### config.mk
export PLATFORM = sky130hd
export DESIGN_NAME = pia_accept
export DESIGN_NICKNAME = d
export VERILOG_FILES = /design/src/pia_pkg.sv /design/src/pia_sel_if.sv /design/src/pia_accept.sv /design/src/pia_selector.sv
export VERILOG_INCLUDE_DIRS = /design/src
export SDC_FILE = /design/constraint.sdc
export NUM_CORES = 1
export LEC_CHECK = 0
export BUFFER_PORTS_ARGS = -buffer_cell sky130_fd_sc_hd__buf_2
export CAP_MARGIN = 20
export CORE_UTILIZATION = 57
export CTS_CLUSTER_DIAMETER = 100
export DETAILED_ROUTE_END_ITERATION = 6
export PLACE_DENSITY = 0.84
export SYNTH_ARGS = -nofsm -noshare
export SYNTH_HDL_FRONTEND = slang
export SYNTH_SLANG_ARGS = --single-unit
### constraint.sdc
create_clock -name mclk -period 6.45 [get_ports mclk]
set_input_delay 0.645 -clock mclk [delete_from_list [all_inputs] [get_ports mclk]]
set_output_delay 0.645 -clock mclk [all_outputs]
set_load 0.03 [all_outputs]
### src/pia_map.svh
// Constants for the interrupt acceptance block
`ifndef PIA_MAP_SVH
`define PIA_MAP_SVH

// Vector numbers
`define PIA_VEC_NMI 6'h07
`define PIA_VEC_IRQ0 6'h0c
`define PIA_VEC_INT0 6'h14
`define PIA_VEC_LAST 6'h3c
`define PIA_NUM_IRQ 8
`define PIA_NUM_INT 41

// Priority decision, in states
`define PIA_DEC_EXT 2'h2
`define PIA_DEC_INT 2'h1

// Internal processing, in states
`define PIA_PROC_STATES 5'h04

// Base states of one save, fetch or prefetch step
`define PIA_ACC_ONCHIP 5'h04
`define PIA_ACC_B8S2 5'h08
`define PIA_ACC_B8S3 5'h0c
`define PIA_ACC_B16S2 5'h04
`define PIA_ACC_B16S3 5'h06

// Accesses per step that take wait states
`define PIA_NACC_B8 3'h4
`define PIA_NACC_B16 3'h2

`endif

### src/pia_pkg.sv
// Types for the interrupt acceptance block
package pia_pkg;

	typedef enum logic [7:0] {
		PIA_IDLE = 8'h01,
		PIA_DECIDE = 8'h02,
		PIA_WAIT_INSN = 8'h04,
		PIA_PROC_A = 8'h08,
		PIA_SAVE = 8'h10,
		PIA_VECTOR = 8'h20,
		PIA_PREFETCH = 8'h40,
		PIA_PROC_B = 8'h80
	} pia_state_t;

	typedef enum logic [2:0] {
		PIA_MEM_ONCHIP = 3'h0,
		PIA_MEM_B8S2 = 3'h1,
		PIA_MEM_B8S3 = 3'h2,
		PIA_MEM_B16S2 = 3'h3,
		PIA_MEM_B16S3 = 3'h4
	} pia_mem_t;

endpackage

### src/pia_sel_if.sv
// Request and selection signals between acceptance logic and selector
interface pia_sel_if;
	logic [63:0] req;
	logic [63:0] lvl;
	logic user_bit_enable;
	logic mask_i;
	logic user_interrupt_mask_bit;
	logic hit;
	logic [5:0] vec;

	modport ctl (output req, output lvl, output user_bit_enable, output mask_i,
		output user_interrupt_mask_bit, input hit, input vec);
	modport sel (input req, input lvl, input user_bit_enable, input mask_i,
		input user_interrupt_mask_bit, output hit, output vec);
endinterface

### src/pia_accept.sv
// Interrupt acceptance and exception entry sequencer
//
// Contract
// - Mode bit picks one or two-bit masking
// - Nonmaskable accepted always, except reset/standby
// - Source enable bit gates each request except nonmaskable
// - Mode 1: mask bit clear accepts selection
// - Single highest-priority winner, others pending
// - Equal levels resolved by fixed order
// - Level 1 beats level 0
// - Mode 0, mask clear: accept all
// - Mode 0, mask set, user clear: level 1
// - Mode 0, both masks set: nonmaskable only
// - Entry waits for current instruction end
// - Push counter and condition codes first
// - Mode 1 entry sets mask bit
// - Mode 0 entry sets both mask bits
// - Give vector, fetch handler, start routine
// - Decision: 2 states external, 1 internal
// - Save, fetch, prefetch states per memory
// - Internal processing 4 states, twice
// - Prefetch step covers two prefetches
// - Wait states lengthen three-state accesses
// - Smaller vector wins; default after reset
// - External inputs map vectors 12 to 19
`include "pia_map.svh"

module pia_accept (
	// Clock and reset
	input wire logic mclk,
	input wire logic rstn,
	// Pins
	input wire logic nmi_pin,
	input wire logic [7:0] external_request_inputs,
	input wire logic hw_standby_pin,
	// Source enables and on-chip requests
	input wire logic [7:0] irq_enable,
	input wire logic [40:0] int_req,
	input wire logic [40:0] int_enable,
	// Priority level settings
	input wire logic [7:0] priority_level_register_a,
	input wire logic [7:0] priority_level_register_b,
	// Processor status and handshake
	input wire logic user_bit_enable,
	input wire logic ccr_mask_i,
	input wire logic user_interrupt_mask_bit,
	input wire logic insn_end,
	input wire pia_pkg::pia_mem_t mem_cfg,
	input wire logic [1:0] wait_states,
	// Exception entry outputs
	output logic accept_r,
	output logic [5:0] vec_num_r,
	output logic entry_busy_r,
	output logic stack_save_r,
	output logic vector_fetch_r,
	output logic prefetch_r,
	output logic set_mask_i_r,
	output logic set_user_mask_r,
	output logic start_routine_r,
	output logic nmi_taken_r
);

	////////////////////////////////////////////////////////////////////////
	// Functions

	// Priority setting bit index of a vector, in {reg_a, reg_b}
	function automatic logic [4:0] ipr_bit(input logic [5:0] v);
		logic [4:0] r;
		r = 5'h10;
		if (v == 6'h0c) begin
			r = 5'h0f;
		end else if (v == 6'h0d) begin
			r = 5'h0e;
		end else if (v == 6'h0e || v == 6'h0f) begin
			r = 5'h0d;
		end else if (v >= 6'h10 && v <= 6'h13) begin
			r = 5'h0c;
		end else if (v == 6'h14 || v == 6'h15) begin
			r = 5'h0b;
		end else if (v >= 6'h18 && v <= 6'h23) begin
			r = 5'h0a - 5'((v - 6'h18) >> 2);
		end else if (v >= 6'h24 && v <= `PIA_VEC_LAST) begin
			r = 5'h07 - 5'((v - 6'h24) >> 2);
		end
		return r;
	endfunction

	// States of one save, fetch or prefetch step
	function automatic logic [4:0] acc_states(input pia_pkg::pia_mem_t m,
		input logic [1:0] w);
		logic [4:0] r;
		r = `PIA_ACC_ONCHIP;
		case (m)
			pia_pkg::PIA_MEM_B8S2: begin
				r = `PIA_ACC_B8S2;
			end
			pia_pkg::PIA_MEM_B8S3: begin
				r = `PIA_ACC_B8S3 + 5'(`PIA_NACC_B8) * 5'(w);
			end
			pia_pkg::PIA_MEM_B16S2: begin
				r = `PIA_ACC_B16S2;
			end
			pia_pkg::PIA_MEM_B16S3: begin
				r = `PIA_ACC_B16S3 + 5'(`PIA_NACC_B16) * 5'(w);
			end
			default: begin
				r = `PIA_ACC_ONCHIP;
			end
		endcase
		return r;
	endfunction

	////////////////////////////////////////////////////////////////////////
	// Pin synchronisers

	logic [9:0] sync1_r;
	logic [9:0] sync2_r;
	logic nmi_prev_r;

	always_ff @(posedge mclk or negedge rstn) begin
		if (!rstn) begin
			sync1_r <= 10'h000;
			sync2_r <= 10'h000;
		end else begin
			sync1_r <= {hw_standby_pin, nmi_pin, external_request_inputs};
			sync2_r <= sync1_r;
		end
	end

	logic [7:0] irq_s;
	logic nmi_s;
	logic standby_s;

	assign irq_s = sync2_r[7:0];
	assign nmi_s = sync2_r[8];
	assign standby_s = sync2_r[9];

	////////////////////////////////////////////////////////////////////////
	// Nonmaskable request latch

	logic nmi_pend_r;
	logic nmi_clr;

	always_ff @(posedge mclk or negedge rstn) begin
		if (!rstn) begin
			nmi_prev_r <= 1'b0;
		end else begin
			nmi_prev_r <= nmi_s;
		end
	end

	// Edge sets, acceptance clears; set wins; standby blocks
	always_ff @(posedge mclk or negedge rstn) begin
		if (!rstn) begin
			nmi_pend_r <= 1'b0;
		end else if (standby_s) begin
			nmi_pend_r <= 1'b0;
		end else if (nmi_s && !nmi_prev_r) begin
			nmi_pend_r <= 1'b1;
		end else if (nmi_clr) begin
			nmi_pend_r <= 1'b0;
		end
	end

	////////////////////////////////////////////////////////////////////////
	// Request and level vectors

	pia_sel_if sel_if ();

	logic [63:0] req_vec;
	logic [63:0] lvl_vec;
	logic [15:0] ipr_all;

	assign ipr_all = {priority_level_register_a, priority_level_register_b};

	always_comb begin
		req_vec = '0;
		req_vec[`PIA_VEC_NMI] = nmi_pend_r;
		for (int k = 0; k < `PIA_NUM_IRQ; k++) begin
			req_vec[`PIA_VEC_IRQ0 + k] = irq_s[k] && irq_enable[k];
		end
		for (int k = 0; k < `PIA_NUM_INT; k++) begin
			req_vec[`PIA_VEC_INT0 + k] = int_req[k] && int_enable[k];
		end
	end

	always_comb begin
		lvl_vec = '0;
		for (int v = 0; v < 64; v++) begin
			logic [4:0] b;
			b = ipr_bit(6'(v));
			if (!b[4]) begin
				lvl_vec[v] = ipr_all[b[3:0]];
			end
		end
	end

	assign sel_if.req = standby_s ? 64'h0 : req_vec;
	assign sel_if.lvl = lvl_vec;
	assign sel_if.user_bit_enable = user_bit_enable;
	assign sel_if.mask_i = ccr_mask_i;
	assign sel_if.user_interrupt_mask_bit = user_interrupt_mask_bit;

	pia_selector u_sel (
		.s(sel_if.sel)
	);

	////////////////////////////////////////////////////////////////////////
	// Exception entry sequencer

	pia_pkg::pia_state_t state_r;
	pia_pkg::pia_state_t state_nxt;
	logic [4:0] cnt_r;
	logic [4:0] cnt_nxt;
	logic [4:0] step_states;
	logic win_ext;
	logic last;

	assign step_states = acc_states(mem_cfg, wait_states);
	assign win_ext = sel_if.vec == `PIA_VEC_NMI
		|| (sel_if.vec >= `PIA_VEC_IRQ0 && sel_if.vec < `PIA_VEC_INT0);
	assign last = cnt_r == 5'h01;

	always_comb begin
		state_nxt = state_r;
		cnt_nxt = cnt_r;
		if (cnt_r != 5'h00) begin
			cnt_nxt = cnt_r - 5'h01;
		end
		case (state_r)
			pia_pkg::PIA_IDLE: begin
				if (sel_if.hit) begin
					state_nxt = pia_pkg::PIA_DECIDE;
					cnt_nxt = win_ext ? 5'(`PIA_DEC_EXT) : 5'(`PIA_DEC_INT);
				end
			end
			pia_pkg::PIA_DECIDE: begin
				if (!sel_if.hit) begin
					state_nxt = pia_pkg::PIA_IDLE;
				end else if (last) begin
					state_nxt = pia_pkg::PIA_WAIT_INSN;
				end
			end
			pia_pkg::PIA_WAIT_INSN: begin
				if (insn_end) begin
					state_nxt = pia_pkg::PIA_PROC_A;
					cnt_nxt = `PIA_PROC_STATES;
				end
			end
			pia_pkg::PIA_PROC_A: begin
				if (last) begin
					state_nxt = pia_pkg::PIA_SAVE;
					cnt_nxt = step_states;
				end
			end
			pia_pkg::PIA_SAVE: begin
				if (last) begin
					state_nxt = pia_pkg::PIA_VECTOR;
					cnt_nxt = step_states;
				end
			end
			pia_pkg::PIA_VECTOR: begin
				if (last) begin
					state_nxt = pia_pkg::PIA_PREFETCH;
					cnt_nxt = step_states;
				end
			end
			pia_pkg::PIA_PREFETCH: begin
				if (last) begin
					state_nxt = pia_pkg::PIA_PROC_B;
					cnt_nxt = `PIA_PROC_STATES;
				end
			end
			pia_pkg::PIA_PROC_B: begin
				if (last) begin
					state_nxt = pia_pkg::PIA_IDLE;
				end
			end
			default: begin
				state_nxt = pia_pkg::PIA_IDLE;
				cnt_nxt = 5'h00;
			end
		endcase
		if (standby_s) begin
			state_nxt = pia_pkg::PIA_IDLE;
			cnt_nxt = 5'h00;
		end
	end

	always_ff @(posedge mclk or negedge rstn) begin
		if (!rstn) begin
			state_r <= pia_pkg::PIA_IDLE;
			cnt_r <= 5'h00;
		end else begin
			state_r <= state_nxt;
			cnt_r <= cnt_nxt;
		end
	end

	////////////////////////////////////////////////////////////////////////
	// Winner capture and acceptance

	logic accept_now;
	logic [5:0] vec_hold_r;

	assign accept_now = state_r == pia_pkg::PIA_WAIT_INSN && insn_end && !standby_s;
	assign nmi_clr = accept_now && vec_hold_r == `PIA_VEC_NMI;

	// Track the current winner until acceptance
	always_ff @(posedge mclk or negedge rstn) begin
		if (!rstn) begin
			vec_hold_r <= 6'h00;
		end else if (state_r == pia_pkg::PIA_IDLE || state_r == pia_pkg::PIA_DECIDE
			|| (state_r == pia_pkg::PIA_WAIT_INSN && !insn_end)) begin
			if (sel_if.hit) begin
				vec_hold_r <= sel_if.vec;
			end
		end
	end

	always_ff @(posedge mclk or negedge rstn) begin
		if (!rstn) begin
			accept_r <= 1'b0;
			nmi_taken_r <= 1'b0;
		end else begin
			accept_r <= accept_now;
			nmi_taken_r <= nmi_clr;
		end
	end

	always_ff @(posedge mclk or negedge rstn) begin
		if (!rstn) begin
			vec_num_r <= 6'h00;
		end else if (accept_now) begin
			vec_num_r <= vec_hold_r;
		end
	end

	////////////////////////////////////////////////////////////////////////
	// Phase strobes to the processor

	always_ff @(posedge mclk or negedge rstn) begin
		if (!rstn) begin
			entry_busy_r <= 1'b0;
			stack_save_r <= 1'b0;
			vector_fetch_r <= 1'b0;
			prefetch_r <= 1'b0;
		end else begin
			entry_busy_r <= !(state_nxt == pia_pkg::PIA_IDLE
				|| state_nxt == pia_pkg::PIA_DECIDE
				|| state_nxt == pia_pkg::PIA_WAIT_INSN);
			stack_save_r <= state_nxt == pia_pkg::PIA_SAVE;
			vector_fetch_r <= state_nxt == pia_pkg::PIA_VECTOR;
			prefetch_r <= state_nxt == pia_pkg::PIA_PREFETCH;
		end
	end

	// Mask update after the save completes
	always_ff @(posedge mclk or negedge rstn) begin
		if (!rstn) begin
			set_mask_i_r <= 1'b0;
			set_user_mask_r <= 1'b0;
		end else begin
			set_mask_i_r <= state_r == pia_pkg::PIA_SAVE && last;
			set_user_mask_r <= state_r == pia_pkg::PIA_SAVE && last
				&& !user_bit_enable;
		end
	end

	// Service routine starts at end of entry
	always_ff @(posedge mclk or negedge rstn) begin
		if (!rstn) begin
			start_routine_r <= 1'b0;
		end else begin
			start_routine_r <= state_r == pia_pkg::PIA_PROC_B && last
				&& !standby_s;
		end
	end

endmodule // pia_accept

### src/pia_selector.sv
// Masking and fixed-order selection of the winning request
module pia_selector (
	pia_sel_if.sel s
);

	logic [63:0] elig;
	logic hit1;
	logic hit0;
	logic [5:0] vec1;
	logic [5:0] vec0;

	// Level filter per mask mode
	always_comb begin
		elig = '0;
		for (int v = 0; v < 64; v++) begin
			if (v == 7) begin
				elig[v] = s.req[v];
			end else if (s.user_bit_enable) begin
				elig[v] = s.req[v] && !s.mask_i;
			end else if (!s.mask_i) begin
				elig[v] = s.req[v];
			end else if (!s.user_interrupt_mask_bit) begin
				elig[v] = s.req[v] && s.lvl[v];
			end else begin
				elig[v] = 1'b0;
			end
		end
	end

	// Lowest vector wins within a level
	always_comb begin
		hit1 = 1'b0;
		hit0 = 1'b0;
		vec1 = 6'h00;
		vec0 = 6'h00;
		for (int v = 63; v >= 0; v--) begin
			if (elig[v] && (s.lvl[v] || v == 7)) begin
				hit1 = 1'b1;
				vec1 = 6'(v);
			end
			if (elig[v] && !s.lvl[v]) begin
				hit0 = 1'b1;
				vec0 = 6'(v);
			end
		end
	end

	// Level 1 over level 0; one winner only
	always_comb begin
		s.hit = hit1 || hit0;
		s.vec = hit1 ? vec1 : vec0;
	end

endmodule // pia_selector

==> reports/summary.txt <==
CTS
--------------------------------------------------------------------------------
Post-CTS sizing                                                                0
Clock Latency Late Sink                                                   330 ps
CTS tree                                                                     yes
Hold buffer count at cts                                                       0
Number of buffers created by CTS                                               5
Post-CTS setup-driven buffer insertion count                                   0
Root Driver                                                             clkbuf_8
Number of buffers between clock root and the deepest sink                      2
Clock Sinks                                                                   56
Clock-pin slew on the worst setup and hold paths                          110 ps
CTS H-tree depth                                                               2

FINISH
--------------------------------------------------------------------------------
Commonest non-fill, non-tap cell in the layout                             buf_2
Multi-input gate area                                                   3150 um2
Nets                                                                         840
Highest-count cells in the layout ignoring fill and taps            140 x buf_2, 72 x nand2_1, 55 x dfrtp_1
Diodes inserted                                                                0
Layout fillers                                                               672
Layout cell share with drive strength beyond 1                             0.266
Footprint of the flip-flops and latches                                 1400 um2
Layout Area Growth over Synthesis                                          18.0%
Number of cells in the finished layout apart from fillers                    813
Final design instance area without fill                                 5570 um2

SETUP PATH
--------------------------------------------------------------------------------
Internal reg-to-reg setup slack                                          3000 ps
Crit Path Max Fanout                                                          21
Type of the worst setup path                                        flip-flop to flip-flop
Crit Reg-Reg Endpoint                                               vec_hold_r[2]
Ordered cell list for the critical path                             or2_1 -> a211oi_1 -> nor4b_1 -> nand4_1 -> nor3_2 -> a21o_1 -> mux2_2
RR Startpoint                                                         sync2_r[9]
Required @ worst endpoint                                                6660 ps
Critical path capture point type                                       flip-flop
Nature of the critical path startpoint                                 flip-flop
CP arrival                                                               3660 ps
Cell depth of the worst flop-to-flop path                                      7
Peak per-stage delay on the critical path                                 890 ps
CP max-delay cell                                                        dfrtp_1

TIMING
--------------------------------------------------------------------------------
Final worst-path cycle share                                               0.535
Final worst clock skew                                                   13.7 ps
Total negative slack                                                        0 ps
Crit path time final                                                     3450 ps
Unrepaired setup endpoints after global routing                               no
Final Max Slew Viols                                                           0
Max Clk Rate                                                             290 MHz
Max-Slew Margin vs Limit                                                   0.353
Actual transition at the worst max-transition pin                         967 ps
Hold Vio Cnt, Final                                                            0
Endpoints failing setup                                                        0
Crit path setup slack, layout                                            3000 ps

FLOORPLANNING
--------------------------------------------------------------------------------
Overall die area                                                        8650 um2
Initial core utilization                                                   0.599
Cell row count                                                                32
Y dimension of the die                                                   93.0 um
Boundary Pins                                                                142
Die span in x                                                            93.0 um
Core area                                                               7890 um2

LOGIC SYNTHESIS
--------------------------------------------------------------------------------
Gate Count Post-Synth                                                        579
Most common flop cell mapped by yosys                                    dfrtp_1
Mapped Nets                                                                  709
Number of enable-type register cells in the synthesized netlist                0
Total standard cell area after synthesis                                4720 um2
Number of synthesis warnings                                                   0
Number of synthesized register bits                                           56
Sequential fraction of the synthesis area                                  0.297
Average footprint of a synthesized cell                                 8.16 um2
Share of synthesized flip-flops with an asynchronous set or reset           1.00
Cell variety after synth                                                      89

HOLD PATH
--------------------------------------------------------------------------------
Worst hold path depth                                                          0
Launch instance of the worst min-delay path                           sync1_r[8]
Min-Delay Endpoint                                                    sync2_r[8]
Hold/Removal Path Class                                             flip-flop to flip-flop

ROUTING
--------------------------------------------------------------------------------
Routed via count                                                            5299
Average routed wire per standard cell                                    16.4 um
TritonRoute pass-1 iters                                                       6
Violation count after the first detailed-routing iteration                   585
Detail-routed via count per cell                                            6.52
Total length of routed wires                                             13.3 mm
Post-DRT Antenna Nets                                                          0
DRC violations left                                                            0

POWER AND IR DROP
--------------------------------------------------------------------------------
Worst voltage drop across the vdd grid                                  0.198 mV
Power density of the placed cells                                     200 nW/um2
Leakage power                                                            2.49 nW
Switching share of power                                                   0.398
Switching power summed over all nets                                    0.444 mW
Internal Pwr Total                                                      0.671 mW
Clock power share                                                          0.183
Portion of total power attributed to sequential cells                      0.391
Combinational share of power                                               0.426

PLACE
--------------------------------------------------------------------------------
Post-Place Worst Slack                                                   3060 ps
Final weighted congestion in routability-driven placement                  0.995
Total placed cells including tap cells                                       805
Input/output buffers                                                         140
Placement Cell Area                                                     5480 um2
Detailed placement HPWL                                                  10.5 mm

GLOBAL ROUTE
--------------------------------------------------------------------------------
Initial antenna violation count                                                0
Total congestion overflow                                                      0
Overall fraction of global-route tracks in use                             0.312
Wire length of the first global-routing pass                             21.9 mm
Number of global-route vias before repair                                   4947
Largest net degree at the start of global routing                             57

RUN STATUS
--------------------------------------------------------------------------------
Run status                                                          complete, no violations

FLOW RUN
--------------------------------------------------------------------------------
MaxCap Viol Count                                                              0

==> kinds of logic (layout without fill, tap and decap cells) <==
| kind of cell | after synthesis | in the layout | synth area share |
|---|---|---|---|
| compound gates | 240 | 240 | 0.372 |
| xor+xnor | 2 | 2 | 0.00371 |
| fa+ha+maj | 3 | 3 | 0.00795 |
| buf+inv | 40 | 172 | 0.0368 |
| flops | 56 | 56 | 0.297 |
| mux | 12 | 12 | 0.0283 |
| simple gates | 226 | 226 | 0.255 |
==> per-stage QoR <==
| step | total power [mW] | utilization | hold slack [ps] |
|---|---|---|---|
| 3_5_place_dp | 0.904 | 0.694 | 339 |
| 6_report | 1.11 | 0.707 | 362 |
| 2_1_floorplan | 0.759 | - | 331 |
| 3_3_place_gp | 0.890 | 0.694 | 331 |
| 4_1_cts | 1.11 | 0.707 | 364 |
| 5_1_grt | 1.19 | 0.707 | 371 |
==> registers in the layout, summed over array words and instances (netlist names) <==
signal,flops
prefetch_r,1
nmi_taken_r,1
stack_save_r,1
start_routine_r,1
set_mask_i_r,1
vector_fetch_r,1
nmi_prev_r,1
vec_num_r,6
entry_busy_r,1
cnt_r,5
set_user_mask_r,1
sync2_r,10
nmi_pend_r,1
sync1_r,10
accept_r,1
state_r,8
vec_hold_r,6
==> layer usage <==
metal  wire [um]  GRT usage  vias up
li1            -          -     2537
met1        5850      0.415     2482
met2        6390      0.540      248
met3         902     0.0366       32
met4         185     0.0769        0
met5           0          0        -
==> cell type report <==
class / count / share of cell area
Sequential cell: 56 / 0.252
Tap cell: 102 / 0.0229
Clock buffer: 5 / 0.0123
Timing Repair Buffer: 142 / 0.128
Clock inverter: 3 / 0.00516
Inverter: 22 / 0.0148
Multi-Input combinational cell: 483 / 0.565
==> worst max-delay path: cells and delay by family (launching register included) <==
family / cells / cell delay (ps)
AOI/OAI and AO/OA: 2 / 450
DFF: 1 / 890
muxes: 1 / 370
and+or+nand+nor: 4 / 1620
==> how the worst max path moves through the flow <==
stage                                to  cells past startpoint  slack [ps]         from
after floorplan           vec_hold_r[2]                      8        3830  int_req[25]
after global placement    vec_hold_r[2]                      7        3200   sync2_r[9]
after detailed placement  vec_hold_r[2]                      7        3060   sync2_r[9]
after CTS                 vec_hold_r[2]                      7        3010   sync2_r[9]
after global routing      vec_hold_r[2]                      7        2710   sync2_r[9]
final                     vec_hold_r[2]                      7        3000   sync2_r[9]
==> cells in the mapped netlist, types with 4 or more instances <==
master      n  area share
nand2_1    72       0.057
dfrtp_1    55        0.29
nor2_1     51       0.041
o21ai_0    38       0.040
a21oi_1    36       0.038
a22oi_1    25       0.040
inv_1      22       0.017
a211oi_1   17       0.027
nor3_1     16       0.017
nand2b_1   15       0.020
nand3_1    12       0.013
a22o_1     11       0.020
clkbuf_1   10      0.0079
a32oi_1     9       0.017
o22ai_1     9       0.012
mux2_2      8       0.019
nand4_1     8       0.011
a211o_1     7       0.013
a31oi_1     7      0.0093
and2_1      7      0.0093
o211ai_1    7       0.011
a21o_1      5      0.0079
o21a_1      5      0.0079
buf_2       4      0.0042
nand3b_1    4      0.0064
nor2b_1     4      0.0053
nor4_1      4      0.0053
o2bb2ai_1   4      0.0074
o31ai_1     4      0.0064
o32ai_1     4      0.0074
==> power by group through the flow <==
stage               Sequential [mW]  Clock [mW]  Combinational, mW
global placement              0.439           0              0.452
CTS                           0.435       0.211              0.466
detailed placement            0.441           0              0.463
floorplan                     0.434           0              0.325
global route                  0.442       0.223              0.523
finish                        0.436       0.204              0.475
Power figures use the tool's default switching activity.
